==> src/verilog/irq_map_pkg.sv <==
// irq_map_pkg: constants, map and carrier types of the source-to-vector map
// assumes: included before all design files of the interrupt map
package irq_map_pkg;

   // ==========================================================
   // source numbering and table
   // ==========================================================
   localparam int          NUM_IRQ        = 151;
   localparam int          NUM_WORDS      = 10;
   localparam int          NUM_PRI_WORDS  = 38;
   localparam logic [7:0]  VEC_OFFSET     = 8'h08;
   localparam logic [23:0] TABLE_BASE     = 24'h000014;
   localparam logic [23:0] TABLE_LAST     = 24'h0001FE;
   localparam logic [23:0] CODE_START     = 24'h000200;
   localparam logic [7:0]  VEC_LAST       = 8'hF5;
   localparam int          PRI_W          = 3;
   localparam int          PRI_SLOTS      = 4;

   // ==========================================================
   // special sources
   // ==========================================================
   localparam int          IRQ_CAN_A_RX   = 34;
   localparam int          IRQ_CAN_A_EV   = 35;
   localparam int          IRQ_CAN_B_RX   = 55;
   localparam int          IRQ_CAN_B_EV   = 56;
   localparam int          IRQ_CAN_A_TX   = 70;
   localparam int          IRQ_CAN_B_TX   = 71;
   localparam int          IRQ_PMP        = 45;
   localparam int          IRQ_RTC        = 62;
   localparam int          IRQ_DEBUG_APP  = 142;
   localparam int          IRQ_JTAG       = 143;
   localparam int          IRQ_TRIG3      = 150;
   localparam int          UNIMPL_LO      = 100;
   localparam int          UNIMPL_HI      = 141;

   // implemented-source mask, bit n = irq n (reserved slots zero), word 9 first
   localparam logic [159:0] IMPL_MASK =
      {16'h007E, 16'hC000, 16'h0000, 16'h000F, 16'hCF8E,
       16'h2ACE, 16'h5FFF, 16'hBFFF, 16'hFFFF, 16'h7FFF};

   // ==========================================================
   // register bus offsets (word-aligned byte addresses)
   // ==========================================================
   localparam logic [7:0]  OFS_FLAG       = 8'h00;
   localparam logic [7:0]  OFS_ENABLE     = 8'h28;
   localparam logic [7:0]  OFS_FCLR       = 8'h50;
   localparam logic [7:0]  OFS_LATCH      = 8'h78;
   localparam logic [7:0]  OFS_PRI        = 8'h80;
   localparam logic [7:0]  OFS_PRI_END    = 8'h18;

   // ==========================================================
   // reset values
   // ==========================================================
   localparam logic [15:0] RST_WORD       = 16'h0000;
   localparam logic [7:0]  RST_VEC        = 8'h00;
   localparam logic [3:0]  RST_LVL        = 4'h0;

   // ==========================================================
   // carriers
   // ==========================================================
   typedef struct packed {
      logic        valid;
      logic [7:0]  vector;
      logic [3:0]  level;
      logic [23:0] address;
   } vec_sel_t;

   typedef enum logic [1:0] {
      BUS_IDLE,
      BUS_ACK
   } bus_state_t;

endpackage

==> src/verilog/irq_flag_bit.sv <==
// irq_flag_bit: one sticky request flag
// assumes: request pulses and clears come from the same clock
`timescale 1ns/100ps
`default_nettype none
module irq_flag_bit (
   // clock and reset
   input  wire logic clk_i,
   input  wire logic rst_i,
   // control
   input  wire logic present_i,
   input  wire logic set_i,
   input  wire logic clr_i,
   input  wire logic wr_i,
   input  wire logic wr_val_i,
   // state
   output logic      flag_o
);

   logic flag_ff;

   always_ff @(posedge clk_i) begin
      if (rst_i || !present_i) begin
         flag_ff <= 1'b0;
      end else if (set_i) begin
         flag_ff <= 1'b1;
      end else if (clr_i) begin
         flag_ff <= 1'b0;
      end else if (wr_i) begin
         flag_ff <= wr_val_i;
      end
   end

   assign flag_o = flag_ff;

endmodule
`default_nettype wire

==> src/verilog/irq_arbiter.sv <==
// irq_arbiter: picks highest priority pending source, lowest irq on ties
// assumes: inputs are registered state of the same clock
`timescale 1ns/100ps
`default_nettype none
module irq_arbiter #(
   parameter int N = 151
) (
   // pending state
   input  wire logic [N-1:0]   pend_i,
   input  wire logic [3*N-1:0] pri_i,
   // selection
   output logic                valid_o,
   output logic [7:0]          irq_o,
   output logic [2:0]          level_o
);

   always_comb begin
      valid_o = 1'b0;
      irq_o   = 8'h00;
      level_o = 3'h0;
      for (int i = 0; i < N; i++) begin
         if (pend_i[i] && (!valid_o || pri_i[3*i +: 3] > level_o)) begin
            valid_o = 1'b1;
            irq_o   = 8'(i);
            level_o = pri_i[3*i +: 3];
         end
      end
   end

endmodule
`default_nettype wire

==> src/verilog/irq_vector_map.sv <==
// irq_vector_map: flag, enable and priority arrays with vector selection
// Operation
// - irq 0 is vector 8 at 0x14; vector = irq + 8, two addresses each.
// - flag and enable live in word irq/16, bit irq%16.
// - priority word irq/4 holds four 3-bit fields at nibble slots.
// - reserved slots have no bits and never request.
// - irqs 100 to 141 are unimplemented, no storage.
// - table ends at vector 253 0x1FE; code starts at 0x200.
// - debug application irq 142 word 8 bit 14; jtag irq 143 bit 15.
// - highest source is trigger generator 3, irq 150 word 9 bit 6.
// - can sources exist only when the can parameter is set.
// - parallel port and calendar sources absent in small package.
// - equal priority favours the lower vector address.
// - peripheral request sets a flag; only software clears it.
// - every source has a software 3-bit priority, eight levels.
// - selected vector and level latched into readable fields.
// assumes: classic wishbone master, requests synchronous to clk_i
`timescale 1ns/100ps
`default_nettype none
module irq_vector_map #(
   parameter bit HAS_CAN     = 1'b1,
   parameter bit SMALL_PKG   = 1'b0
) (
   // clock and reset
   input  wire logic                                 clk_i,
   input  wire logic                                 rst_i,
   // peripheral requests, bit n = irq n
   input  wire logic [irq_map_pkg::NUM_IRQ-1:0]      req_i,
   // wishbone slave
   input  wire logic                                 cyc_i,
   input  wire logic                                 stb_i,
   input  wire logic                                 we_i,
   input  wire logic [8:0]                           adr_i,
   input  wire logic [3:0]                           sel_i,
   input  wire logic [31:0]                          dat_i,
   output logic [31:0]                               dat_o,
   output logic                                      ack_o,
   // to cpu core
   output irq_map_pkg::vec_sel_t                     vec_o,
   output logic                                      irq_o
);

   localparam int N  = irq_map_pkg::NUM_IRQ;
   localparam int NW = irq_map_pkg::NUM_WORDS;
   localparam int NP = irq_map_pkg::NUM_PRI_WORDS;

   // ==========================================================
   // presence of each source
   // ==========================================================
   logic [N-1:0] present;

   always_comb begin
      present = irq_map_pkg::IMPL_MASK[N-1:0];
      for (int i = irq_map_pkg::UNIMPL_LO; i <= irq_map_pkg::UNIMPL_HI; i++) begin
         present[i] = 1'b0;
      end
      present[irq_map_pkg::IRQ_DEBUG_APP] = 1'b1;
      present[irq_map_pkg::IRQ_JTAG]      = 1'b1;
      present[irq_map_pkg::IRQ_TRIG3]     = 1'b1;
      if (!HAS_CAN) begin
         present[irq_map_pkg::IRQ_CAN_A_RX] = 1'b0;
         present[irq_map_pkg::IRQ_CAN_A_EV] = 1'b0;
         present[irq_map_pkg::IRQ_CAN_B_RX] = 1'b0;
         present[irq_map_pkg::IRQ_CAN_B_EV] = 1'b0;
         present[irq_map_pkg::IRQ_CAN_A_TX] = 1'b0;
         present[irq_map_pkg::IRQ_CAN_B_TX] = 1'b0;
      end
      if (SMALL_PKG) begin
         present[irq_map_pkg::IRQ_PMP] = 1'b0;
         present[irq_map_pkg::IRQ_RTC] = 1'b0;
      end
   end

   // ==========================================================
   // bus decode
   // ==========================================================
   logic       bus_req;
   logic       wr_go;
   logic       take_go;
   logic [7:0] word_idx;
   logic       hit_flag;
   logic       hit_en;
   logic       hit_fclr;
   logic       hit_pri;
   logic       hit_latch;
   logic [7:0] pri_idx;
   logic       lo_sel;
   logic       hi_sel;

   irq_map_pkg::bus_state_t bus_state_ff;
   irq_map_pkg::bus_state_t nxt_bus_state;

   // request taken only while idle, so one take per cycle of the master
   assign bus_req  = cyc_i && stb_i;
   assign take_go  = bus_req && (bus_state_ff == irq_map_pkg::BUS_IDLE);
   assign wr_go    = take_go && we_i;

   // word index and region hits, byte address on word boundaries
   assign word_idx = {1'b0, adr_i[8:2]};
   assign pri_idx  = word_idx - {2'b00, irq_map_pkg::OFS_PRI[7:2]};
   assign lo_sel   = sel_i[0];
   assign hi_sel   = sel_i[1];
   assign hit_flag = adr_i < 9'(irq_map_pkg::OFS_ENABLE);
   assign hit_en   = adr_i >= 9'(irq_map_pkg::OFS_ENABLE) && adr_i < 9'(irq_map_pkg::OFS_FCLR);
   assign hit_fclr = adr_i >= 9'(irq_map_pkg::OFS_FCLR) && adr_i < 9'(irq_map_pkg::OFS_LATCH);
   assign hit_latch = adr_i[8:2] == {1'b0, irq_map_pkg::OFS_LATCH[7:2]};
   // priority words run past the 8-bit byte range
   assign hit_pri  = adr_i >= 9'(irq_map_pkg::OFS_PRI) && pri_idx < 8'(NP);

   // one ack per request, raised the cycle after the take, dropped the cycle after
   always_comb begin
      case (bus_state_ff)
         irq_map_pkg::BUS_IDLE: nxt_bus_state = bus_req ? irq_map_pkg::BUS_ACK
                                                         : irq_map_pkg::BUS_IDLE;
         irq_map_pkg::BUS_ACK:  nxt_bus_state = irq_map_pkg::BUS_IDLE;
         default:               nxt_bus_state = irq_map_pkg::BUS_IDLE;
      endcase
   end

   always_ff @(posedge clk_i) begin
      if (rst_i) begin
         bus_state_ff <= irq_map_pkg::BUS_IDLE;
      end else begin
         bus_state_ff <= nxt_bus_state;
      end
   end

   assign ack_o = bus_state_ff == irq_map_pkg::BUS_ACK;

   // ==========================================================
   // flag, enable and priority storage
   // ==========================================================
   logic [N-1:0]   flag;
   logic [N-1:0]   enable_ff;
   logic [3*N-1:0] pri_ff;

   genvar g;
   generate
      for (g = 0; g < N; g++) begin : g_src
         localparam int W = g / 16;
         localparam int B = g % 16;
         localparam int PW = g / irq_map_pkg::PRI_SLOTS;
         localparam int PS = g % irq_map_pkg::PRI_SLOTS;
         logic wsel;
         logic wbit;
         assign wsel = (B < 8) ? lo_sel : hi_sel;
         assign wbit = dat_i[B];

         irq_flag_bit u_flag (
            .clk_i     (clk_i),
            .rst_i     (rst_i),
            .present_i (present[g]),
            .set_i     (req_i[g]),
            .clr_i     (wr_go && hit_fclr && word_idx == 8'(W + 20) && wsel && wbit),
            .wr_i      (wr_go && hit_flag && word_idx == 8'(W) && wsel),
            .wr_val_i  (wbit),
            .flag_o    (flag[g])
         );

         always_ff @(posedge clk_i) begin
            if (rst_i || !present[g]) begin
               enable_ff[g] <= 1'b0;
            end else if (wr_go && hit_en && word_idx == 8'(W + 10) && wsel) begin
               enable_ff[g] <= wbit;
            end
         end

         always_ff @(posedge clk_i) begin
            if (rst_i || !present[g]) begin
               pri_ff[3*g +: 3] <= 3'h0;
            end else if (wr_go && hit_pri && pri_idx == 8'(PW)
                         && ((PS < 2) ? lo_sel : hi_sel)) begin
               pri_ff[3*g +: 3] <= dat_i[4*PS +: 3];
            end
         end
      end
   endgenerate

   // ==========================================================
   // selection and latching
   // ==========================================================
   logic       sel_valid;
   logic [7:0] sel_irq;
   logic [2:0] sel_lvl;

   irq_arbiter #(
      .N (N)
   ) u_arb (
      .pend_i  (flag & enable_ff & present),
      .pri_i   (pri_ff),
      .valid_o (sel_valid),
      .irq_o   (sel_irq),
      .level_o (sel_lvl)
   );

   irq_map_pkg::vec_sel_t nxt_vec;
   irq_map_pkg::vec_sel_t vec_ff;

   // vector = irq + 8, address = base + 2*irq
   always_comb begin
      nxt_vec.valid   = sel_valid;
      nxt_vec.vector  = irq_map_pkg::RST_VEC;
      nxt_vec.level   = irq_map_pkg::RST_LVL;
      // idle address points past the table
      nxt_vec.address = irq_map_pkg::CODE_START;
      if (sel_valid) begin
         nxt_vec.vector  = sel_irq + irq_map_pkg::VEC_OFFSET;
         nxt_vec.level   = {1'b0, sel_lvl};
         nxt_vec.address = irq_map_pkg::TABLE_BASE + {15'h0000, sel_irq, 1'b0};
      end
   end

   always_ff @(posedge clk_i) begin
      if (rst_i) begin
         vec_ff.valid   <= 1'b0;
         vec_ff.vector  <= irq_map_pkg::RST_VEC;
         vec_ff.level   <= irq_map_pkg::RST_LVL;
         vec_ff.address <= irq_map_pkg::CODE_START;
      end else begin
         vec_ff <= nxt_vec;
      end
   end

   // cpu side outputs straight from the latch
   assign vec_o = vec_ff;
   assign irq_o = vec_ff.valid;

   // ==========================================================
   // word views of the arrays
   // ==========================================================
   logic [15:0] flag_word   [NW];
   logic [15:0] enable_word [NW];
   logic [15:0] pri_word    [NP];

   // sixteen sources per flag and enable word
   always_comb begin
      for (int w = 0; w < NW; w++) begin
         flag_word[w]   = irq_map_pkg::RST_WORD;
         enable_word[w] = irq_map_pkg::RST_WORD;
      end
      for (int i = 0; i < N; i++) begin
         flag_word[i / 16][i % 16]   = flag[i];
         enable_word[i / 16][i % 16] = enable_ff[i];
      end
   end

   // four fields per priority word, gap bits read zero
   always_comb begin
      for (int w = 0; w < NP; w++) begin
         pri_word[w] = irq_map_pkg::RST_WORD;
      end
      for (int i = 0; i < N; i++) begin
         pri_word[i / 4][4 * (i % 4) +: 3] = pri_ff[3*i +: 3];
      end
   end

   // ==========================================================
   // read data
   // ==========================================================
   logic [7:0]  en_idx;
   logic [31:0] nxt_dat;
   logic [31:0] dat_ff;

   // enable words follow the flag words
   assign en_idx = word_idx - 8'(NW);

   // absent bits and unmapped words read zero
   always_comb begin
      nxt_dat = 32'h00000000;
      if (hit_flag) begin
         nxt_dat[15:0] = flag_word[word_idx[3:0]];
      end else if (hit_en) begin
         nxt_dat[15:0] = enable_word[en_idx[3:0]];
      end else if (hit_pri) begin
         nxt_dat[15:0] = pri_word[pri_idx[5:0]];
      end else if (hit_latch) begin
         nxt_dat = {20'h00000, vec_ff.level, vec_ff.vector};
      end
   end

   // read data held until the next taken request
   always_ff @(posedge clk_i) begin
      if (rst_i) begin
         dat_ff <= 32'h00000000;
      end else if (take_go) begin
         dat_ff <= nxt_dat;
      end
   end

   assign dat_o = dat_ff;

endmodule
`default_nettype wire

==> config.mk <==
export PLATFORM = sky130hd
export DESIGN_NAME = irq_vector_map
export DESIGN_NICKNAME = d
export VERILOG_FILES = /design/src/verilog/irq_map_pkg.sv /design/src/verilog/irq_flag_bit.sv /design/src/verilog/irq_arbiter.sv /design/src/verilog/irq_vector_map.sv
export SDC_FILE = /design/constraint.sdc
export NUM_CORES = 2
export LEC_CHECK = 0
export BUFFER_PORTS_ARGS = -buffer_cell sky130_fd_sc_hd__buf_4
export CAP_MARGIN = 20
export CORE_MARGIN = 1
export CORE_UTILIZATION = 30
export CTS_CLUSTER_DIAMETER = 100
export CTS_CLUSTER_SIZE = 14
export DETAILED_ROUTE_END_ITERATION = 16
export PLACE_DENSITY = 0.54
export SYNTH_ARGS = -nofsm -noshare
export SYNTH_HDL_FRONTEND = slang
export SYNTH_SLANG_ARGS = --single-unit
export TNS_END_PERCENT = 10
==> constraint.sdc <==
create_clock -name clk_i -period 114.4 [get_ports clk_i]
set_input_delay 22.88 -clock clk_i [delete_from_list [all_inputs] [get_ports clk_i]]
set_output_delay 22.88 -clock clk_i [all_outputs]
set_load 0.02 [all_outputs]
Yosys cells after proc, flatten, opt, wreduce, memory -nomap -nowiden --
Index checks and enable logic that the tools add are counted.
Operators by class: reductions and logical operators 613, eq/ne operators 55, muxes and demuxes 554, $add $sub $neg 4, magnitude comparators 99, bitwise logic cells 6
Operator list (number):
- two-way mux 1 bit | 362
- logical AND 1 bit | 340
- two-way mux 3 bit | 94
- nonzero test 3 bit | 90
- > comparator 3 bit | 89
- two-way mux 6 bit | 29
- two-way mux 16 bit | 10
- two-way mux 7 bit | 22
- bitwise AND 151 bit | 1
- binary-select mux 16 bit (select 4 bit) | 2
- binary-select mux 16 bit (select 6 bit) | 1
- equality test 7 x 5 -> 1 bit, second input constant | 13
- zero test 1 bit | 89
- logical OR 1 bit | 89
- two-way mux 5 bit | 16
- equality test 8 x 5 -> 1 bit, second input constant | 9
- equality test 8 x 4 -> 1 bit, second input constant | 8
- two-way mux 8 bit | 8
- equality test 7 x 4 -> 1 bit, second input constant | 8
- equality test 8 x 3 -> 1 bit, second input constant | 4
- two-way mux 4 bit | 7
- equality test 8 x 6 -> 1 bit, second input constant | 3
- equality test 7 x 3 -> 1 bit, second input constant | 3
- < comparator 9 x 7 -> 1 bit, second input constant | 2
- 24 further kinds | 32
Storage, ports and cells: register bits after elaboration 521, output and inout bits 71, bits of input ports 201

Logic depth before layout (Yosys ltp) --
depth after elaboration 360, depth in mapped cells 791, gate-level depth less buffers 774

Modules after synthesis --
From an unflattened synthesis, not the netlist that was laid out.
Unflattened totals: cell total of the unflattened synthesis 6760, area, all modules 51998.6 µm²
Modules (own cells, without submodules):
- irq_vector_map | instances 1, cells each 2514, area an instance 21654.5 µm², seq. area each 7947.6 µm²
- irq_arbiter | instances 1, cells each 3491, area an instance 21653.3 µm², seq. area each 0.0 µm²
- irq_flag_bit | instances 151, cells each 5, area an instance 57.6 µm², seq. area each 20.0 µm²

Worst setup path before layout --
Ideal clock, no wire load.
path type reg-to-reg, start point reg enable_ff[0], end point reg vec_ff (netlist bit vec_o[6]), buffers on the path 14, cell stages (with the launch flop) 693, path slack -10.888 ns, required time 114.273 ns, arrival 125.161 ns, cell sequence dfxtp_1 and2_1 nand2_1 ha_1 and3b_1 o21a_1 a21oi_1 nor2_1 ha_1 a21oi_1 a32o_1 a21oi_1 a221oi_1 nor2_1 ha_1 nand3b_1 a32o_1 a21oi_2 [... 657 more ...] o21a_1 o21ai_0 a21o_1 nor2_1 a21o_1 ha_1 a21o_1 a21oi_1 a31oi_1 o21bai_1 nand2_1 a21oi_1 o211ai_1 nand2b_1 ha_1 a21oi_1 xor2_1 nor2_1
On the way: cells in the longest elaborated chain, start to end 360, elaborated cells between the ends (all ways) 628, those cells by class add/sub: 1; order compare: 89; mux: 268; bitwise: 2; reduce/logical: 268
Ends and longest elaborated chain:
- start, declared | RTL line irq_vector_map.sv:134 | logic [N-1:0] enable_ff;
- start signal, assigned by index | RTL line irq_vector_map.sv:164 | enable_ff[g] <= wbit;
- bitwise AND 151 bit * | RTL line irq_vector_map.sv:189 | .pend_i (flag & enable_ff & present),
- parallel branches: the longest is 359 deep, another holds > comparator 3 bit
- end signal, assigned | RTL line irq_vector_map.sv:220 | vec_ff <= nxt_vec;
- end, declared | RTL line irq_vector_map.sv:197 | irq_map_pkg::vec_sel_t vec_ff;
Mark *: on every way between the ends. A chain may end at the register's enable or synchronous reset.

Worst setup path in the final report --
start point reg g_src[0].u_flag.flag_ff, end point reg vec_ff (netlist bit vec_o[6])
On the way: elaborated cells between the ends (all ways) 628, those cells by class add/sub: 1; order compare: 89; mux: 268; bitwise: 2; reduce/logical: 268
RTL lines:
- start, declared | RTL line irq_flag_bit.sv:19 | logic flag_ff;
- start signal, assigned | RTL line irq_flag_bit.sv:29 | flag_ff <= wr_val_i;
- bitwise AND 151 bit * | RTL line irq_vector_map.sv:189
- two-way mux 3 bit or two-way mux 1 bit (tied branches) | RTL line irq_arbiter.sv:22 | if (pend_i[i] && (!valid_o || pri_i[3*i +: 3] > level_o)) begin
- > comparator 3 bit or zero test 1 bit (tied branches) | RTL line irq_arbiter.sv:22
- logical OR 1 bit | RTL line irq_arbiter.sv:22
- logical AND 1 bit | RTL line irq_arbiter.sv:22
- two-way mux 3 bit or two-way mux 1 bit (tied branches) | RTL line irq_arbiter.sv:22
- > comparator 3 bit or zero test 1 bit (tied branches) | RTL line irq_arbiter.sv:22
- logical OR 1 bit | RTL line irq_arbiter.sv:22
- [... 344 more ...]
- logical AND 1 bit | RTL line irq_arbiter.sv:22
- two-way mux 3 bit or two-way mux 1 bit (tied branches) | RTL line irq_arbiter.sv:22
- > comparator 3 bit or zero test 1 bit (tied branches) | RTL line irq_arbiter.sv:22
- logical OR 1 bit | RTL line irq_arbiter.sv:22
- logical AND 1 bit | RTL line irq_arbiter.sv:22
- two-way mux 8 bit * | RTL line irq_arbiter.sv:22
- named net sel_irq[2] | RTL line irq_vector_map.sv:183 | logic [7:0] sel_irq;
- adder 5 x 9 -> 10 bit * | RTL line irq_vector_map.sv:209 | nxt_vec.address = irq_map_pkg::TABLE_BASE + {15'h0000, sel_irq, 1'b0};
Mark *: on every way through the listed nets, which the timed path passes. The rest lies on a longest branch.

==> metrics.md <==
| Metric | Value |
|---|---|
| CP max stage delay | 570 ps |
| Residual DRC | 0 |
| Synth-to-layout area growth | 41.7% |
| Slew Viols, Final | 0 |
| Final worst slack | -10260 ps |
| RSZ-0062 raised after global routing | true |
| Clock Path Buffers | 3 |
| Switching power | 0.000108 W |
| Hold Path Class | reg -> reg |
| Crit. Startpoint | g_src[0].u_flag.flag_o |
| Max-Cap Viols | 0 |
| Share of cells above drive strength 1 | 35.5% |
| Clock Latency Late Sink | 670 ps |
| Ys Warns | 0 |
| Final ANT Viol Nets | 0 |
| WL met3 | 20300 um |
| Post-Route Setup TNS | -180390 ps |
| M1 wire length | 76100 um |
| CTS tree | built |
| Die width | 349 um |
| Failing checks | setup timing |
| Post-Syn Instances | 4843 |
| Flop2flop setup slack | -10260 ps |
| Internal power | 0.000251 W |
| Power per cell area | 7.00 mW/mm^2 |
| Clock period minus worst slack | 124660 ps |
| Switching part of the total | 30.2% |
| Status | complete, but fails checks |
| Maximum fanout along the worst path | 6 |
| Via/cell ratio | 5.82 |
| Final count of negative-setup-slack endpoints | 18 |
| Final period utilization | 109% |
| Clk network pwr share | 40.3% |
| Post-synth top cells | nand2_1, a21oi_1, nor2_1 |
| Via count | 42300 |
| CP Launch Type | flop |
| CP max stage cell | or4_4 |
| Required @ worst endpoint | 114900 ps |
| Syn_area_per_cell | 7.47 um^2 |
| CTS buffer count | 42 |
| 1st-iter DRT viols | 4860 |
| WL per Instance | 26.0 um |
| Met2 routed WL | 80800 um |
| Largest net degree at the start of global routing | 105 |
| Vias in the first global route | 38000 |
| First-pass GRT wire length | 260000 um |
| DP HPWL | 137000 um |
| Worst-Margin Slew | 1200 ps |
| Crit path DAT | 125160 ps |
| Gr usage total | 28.8% |
| Filler cells | 12100 |
| Detailed Route WL | 189000 um |
| VDD IR max | 0.0130 mV |
| Library cells used by synthesis | 118 |
| H-tree Lvls | 2 |
| Root buf cell | clkbuf_16 |
| Clk_skew | 47.8 ps |
| Grt ovf | 0 |
| Full die area | 0.122 mm^2 |
| Detailed-router iteration count before antenna repair | 6 |
| Worst reg-to-reg path cell count | 707 |
| WHS | 458 ps |
| Main flop type after synthesis | dfxtp_1 |
| Relative slew slack | 19.7% |
| Worst setup path class | reg -> reg |
| Fin. Hold Viols | 0 |
| Sequential-to-total area share from yosys stat | 26.9% |
| Largest area contributor in the netlist | dfxtp_1 |
| RR Endpoint | vec_o[6] |
| Clock-pin slew on the worst setup and hold paths | 70 ps |
| Maximum clock frequency | 0.00802 GHz |
| Leakage power | 20.6 nW |
| Clock sink total | 487 |
| Placer's final routability congestion estimate | 1.03 |
| Launch point of the worst reg-to-reg path | g_src[0].u_flag.flag_o |
| Worst setup EP type | flop |
| Die Height | 349 um |
| Reg power frac | 49.7% |
| Mapped Area | 0.0362 mm^2 |
| Highest Signal Layer | met5 |
| Most common cell in the netlist | nand2_1 |
| Synth top area cells | dfxtp_1, a21oi_1, mux2i_1 |
| Row Count | 127 |
| CP most frequent cell | a21oi_2 |
| Post-synth top area share | 26.9% |
| Asr flop ratio synth | 0% |
| Gate power share | 10.0% |
| Crit path to | vec_o[6] |
| Final nets | 6038 |
| EDFF count, synth | 0 |
| Initial Utilization | 30.2% |
| Core area | 0.120 mm^2 |
| I/O pin count | 272 |
| Initial antenna violation count | 13 |
| Number of port buffers | 160 |
| Flops & latches, synth | 487 |
kinds of logic (layout without fill, tap and decap cells):
kind of cell / count (synthesis) / count (layout) / share of synthesized area (%)
AND/OR/NAND/NOR: 1882 / 1882 / 23.4
multiplexers: 374 / 374 / 12.9
buffers and inverters: 534 / 1314 / 5.95
adder cells (fa/ha/maj): 202 / 202 / 6.92
other: 1 / 38 / 0.0104
XOR/XNOR: 6 / 6 / 0.145
flip-flops: 487 / 487 / 26.9
AO/OA/AOI/OAI: 1357 / 1357 / 23.7
how the worst min path moves through the flow:
stage / start / end / cells past startpoint
after detailed placement: pri_ff[126] / pri_ff[126] / 2
after global routing: enable_ff[65] / enable_ff[65] / 2
final: pri_ff[126] / pri_ff[126] / 2
after CTS: pri_ff[126] / pri_ff[126] / 2
after floorplan: pri_ff[126] / pri_ff[126] / 2
after global placement: pri_ff[126] / pri_ff[126] / 2
repair_timing:
action                                  4_1_cts  5_1_grt
pin swaps                                   200      579
gates resized for setup                     219      703
hold buffers                                  0        0
endpoints found under the setup margin       18       18
setup buffers                               125      127
layout by cell type, fill, tap and decap left out, drive strengths merged, types with 31 or more instances in the layout:
cell type  instances
inv              240
nor3              64
clkbuf            46
o21a              31
nand2            656
nand4             32
a31oi             60
nor2             568
buf             1020
mux4              69
conb              32
o22ai             33
and2              65
mux2              38
nor2b             41
a21oi            595
o21ai            218
a21o              35
dfxtp            487
nand3            280
a22oi             44
a211oi            40
o31ai             34
and3              36
mux2i            267
ha               192
power groups by stage:
stage / logic [W] / clock network, W / registers (W)
final: 0.0000360 / 0.000144 / 0.000178
after global routing: 0.0000367 / 0.000150 / 0.000178
after CTS: 0.0000341 / 0.000145 / 0.000177
after detailed placement: 0.0000340 / 0 / 0.000181
after global placement: 0.0000339 / 0 / 0.000181
after floorplan: 0.0000187 / 0 / 0.000178
layout make-up:
cell class	instances	area [um^2]	share of cell area (%)
Sequential cell	487	9750	19.0
Inverter	241	910	1.77
Clock inverter	7	71.3	0.139
Timing Repair Buffer	1020	7850	15.3
Tap cell	1612	2020	3.93
Multi-Input combinational cell	3853	29600	57.7
Antenna cell	6	15.0	0.0293
Clock buffer	46	1100	2.14
stage by stage:
step           setup slack [ps]  util, %  power (W)  instance area (um^2)  cells
3_3_place_gp             -14980     36.5   0.000215                 43700   6971
3_5_place_dp             -16310     36.5   0.000215                 43700   6971
5_1_grt                  -14970     42.8   0.000365                 51300   7269
2_1_floorplan             -3740        -   0.000197                 37000   4874
4_1_cts                  -11340     39.1   0.000356                 46900   7149
6_report                 -10260     42.8   0.000359                 51300   7272
layer usage:
metal / vias to the layer above / track usage, %
met5: - / 0
met4: 8 / 14.6
met3: 560 / 7.11
met2: 2231 / 43.2
met1: 20500 / 38.0
li1: 19000 / -
sequential cells by signal (all words and copies together) (netlist names):
name and flops:
irq_o 1, g_src.u_flag.flag_o 90, bus_state_ff 1, vec_o 19, pri_ff 270, dat_o 16, enable_ff 90
worst max-delay path: cells and delay by family, from the launching register on:
| kind | cells | cell delay [ps] |
|---|---|---|
| AO/OA/AOI/OAI | 345 | 56310 |
| AND/OR/NAND/NOR | 170 | 27160 |
| adder cells (fa/ha/maj) | 98 | 26250 |
| buffers and inverters | 73 | 8500 |
| multiplexers | 20 | 5500 |
| flip-flops | 1 | 330 |
| XOR/XNOR | 1 | 150 |
Note: power is estimated with default switching activity, not from simulation.
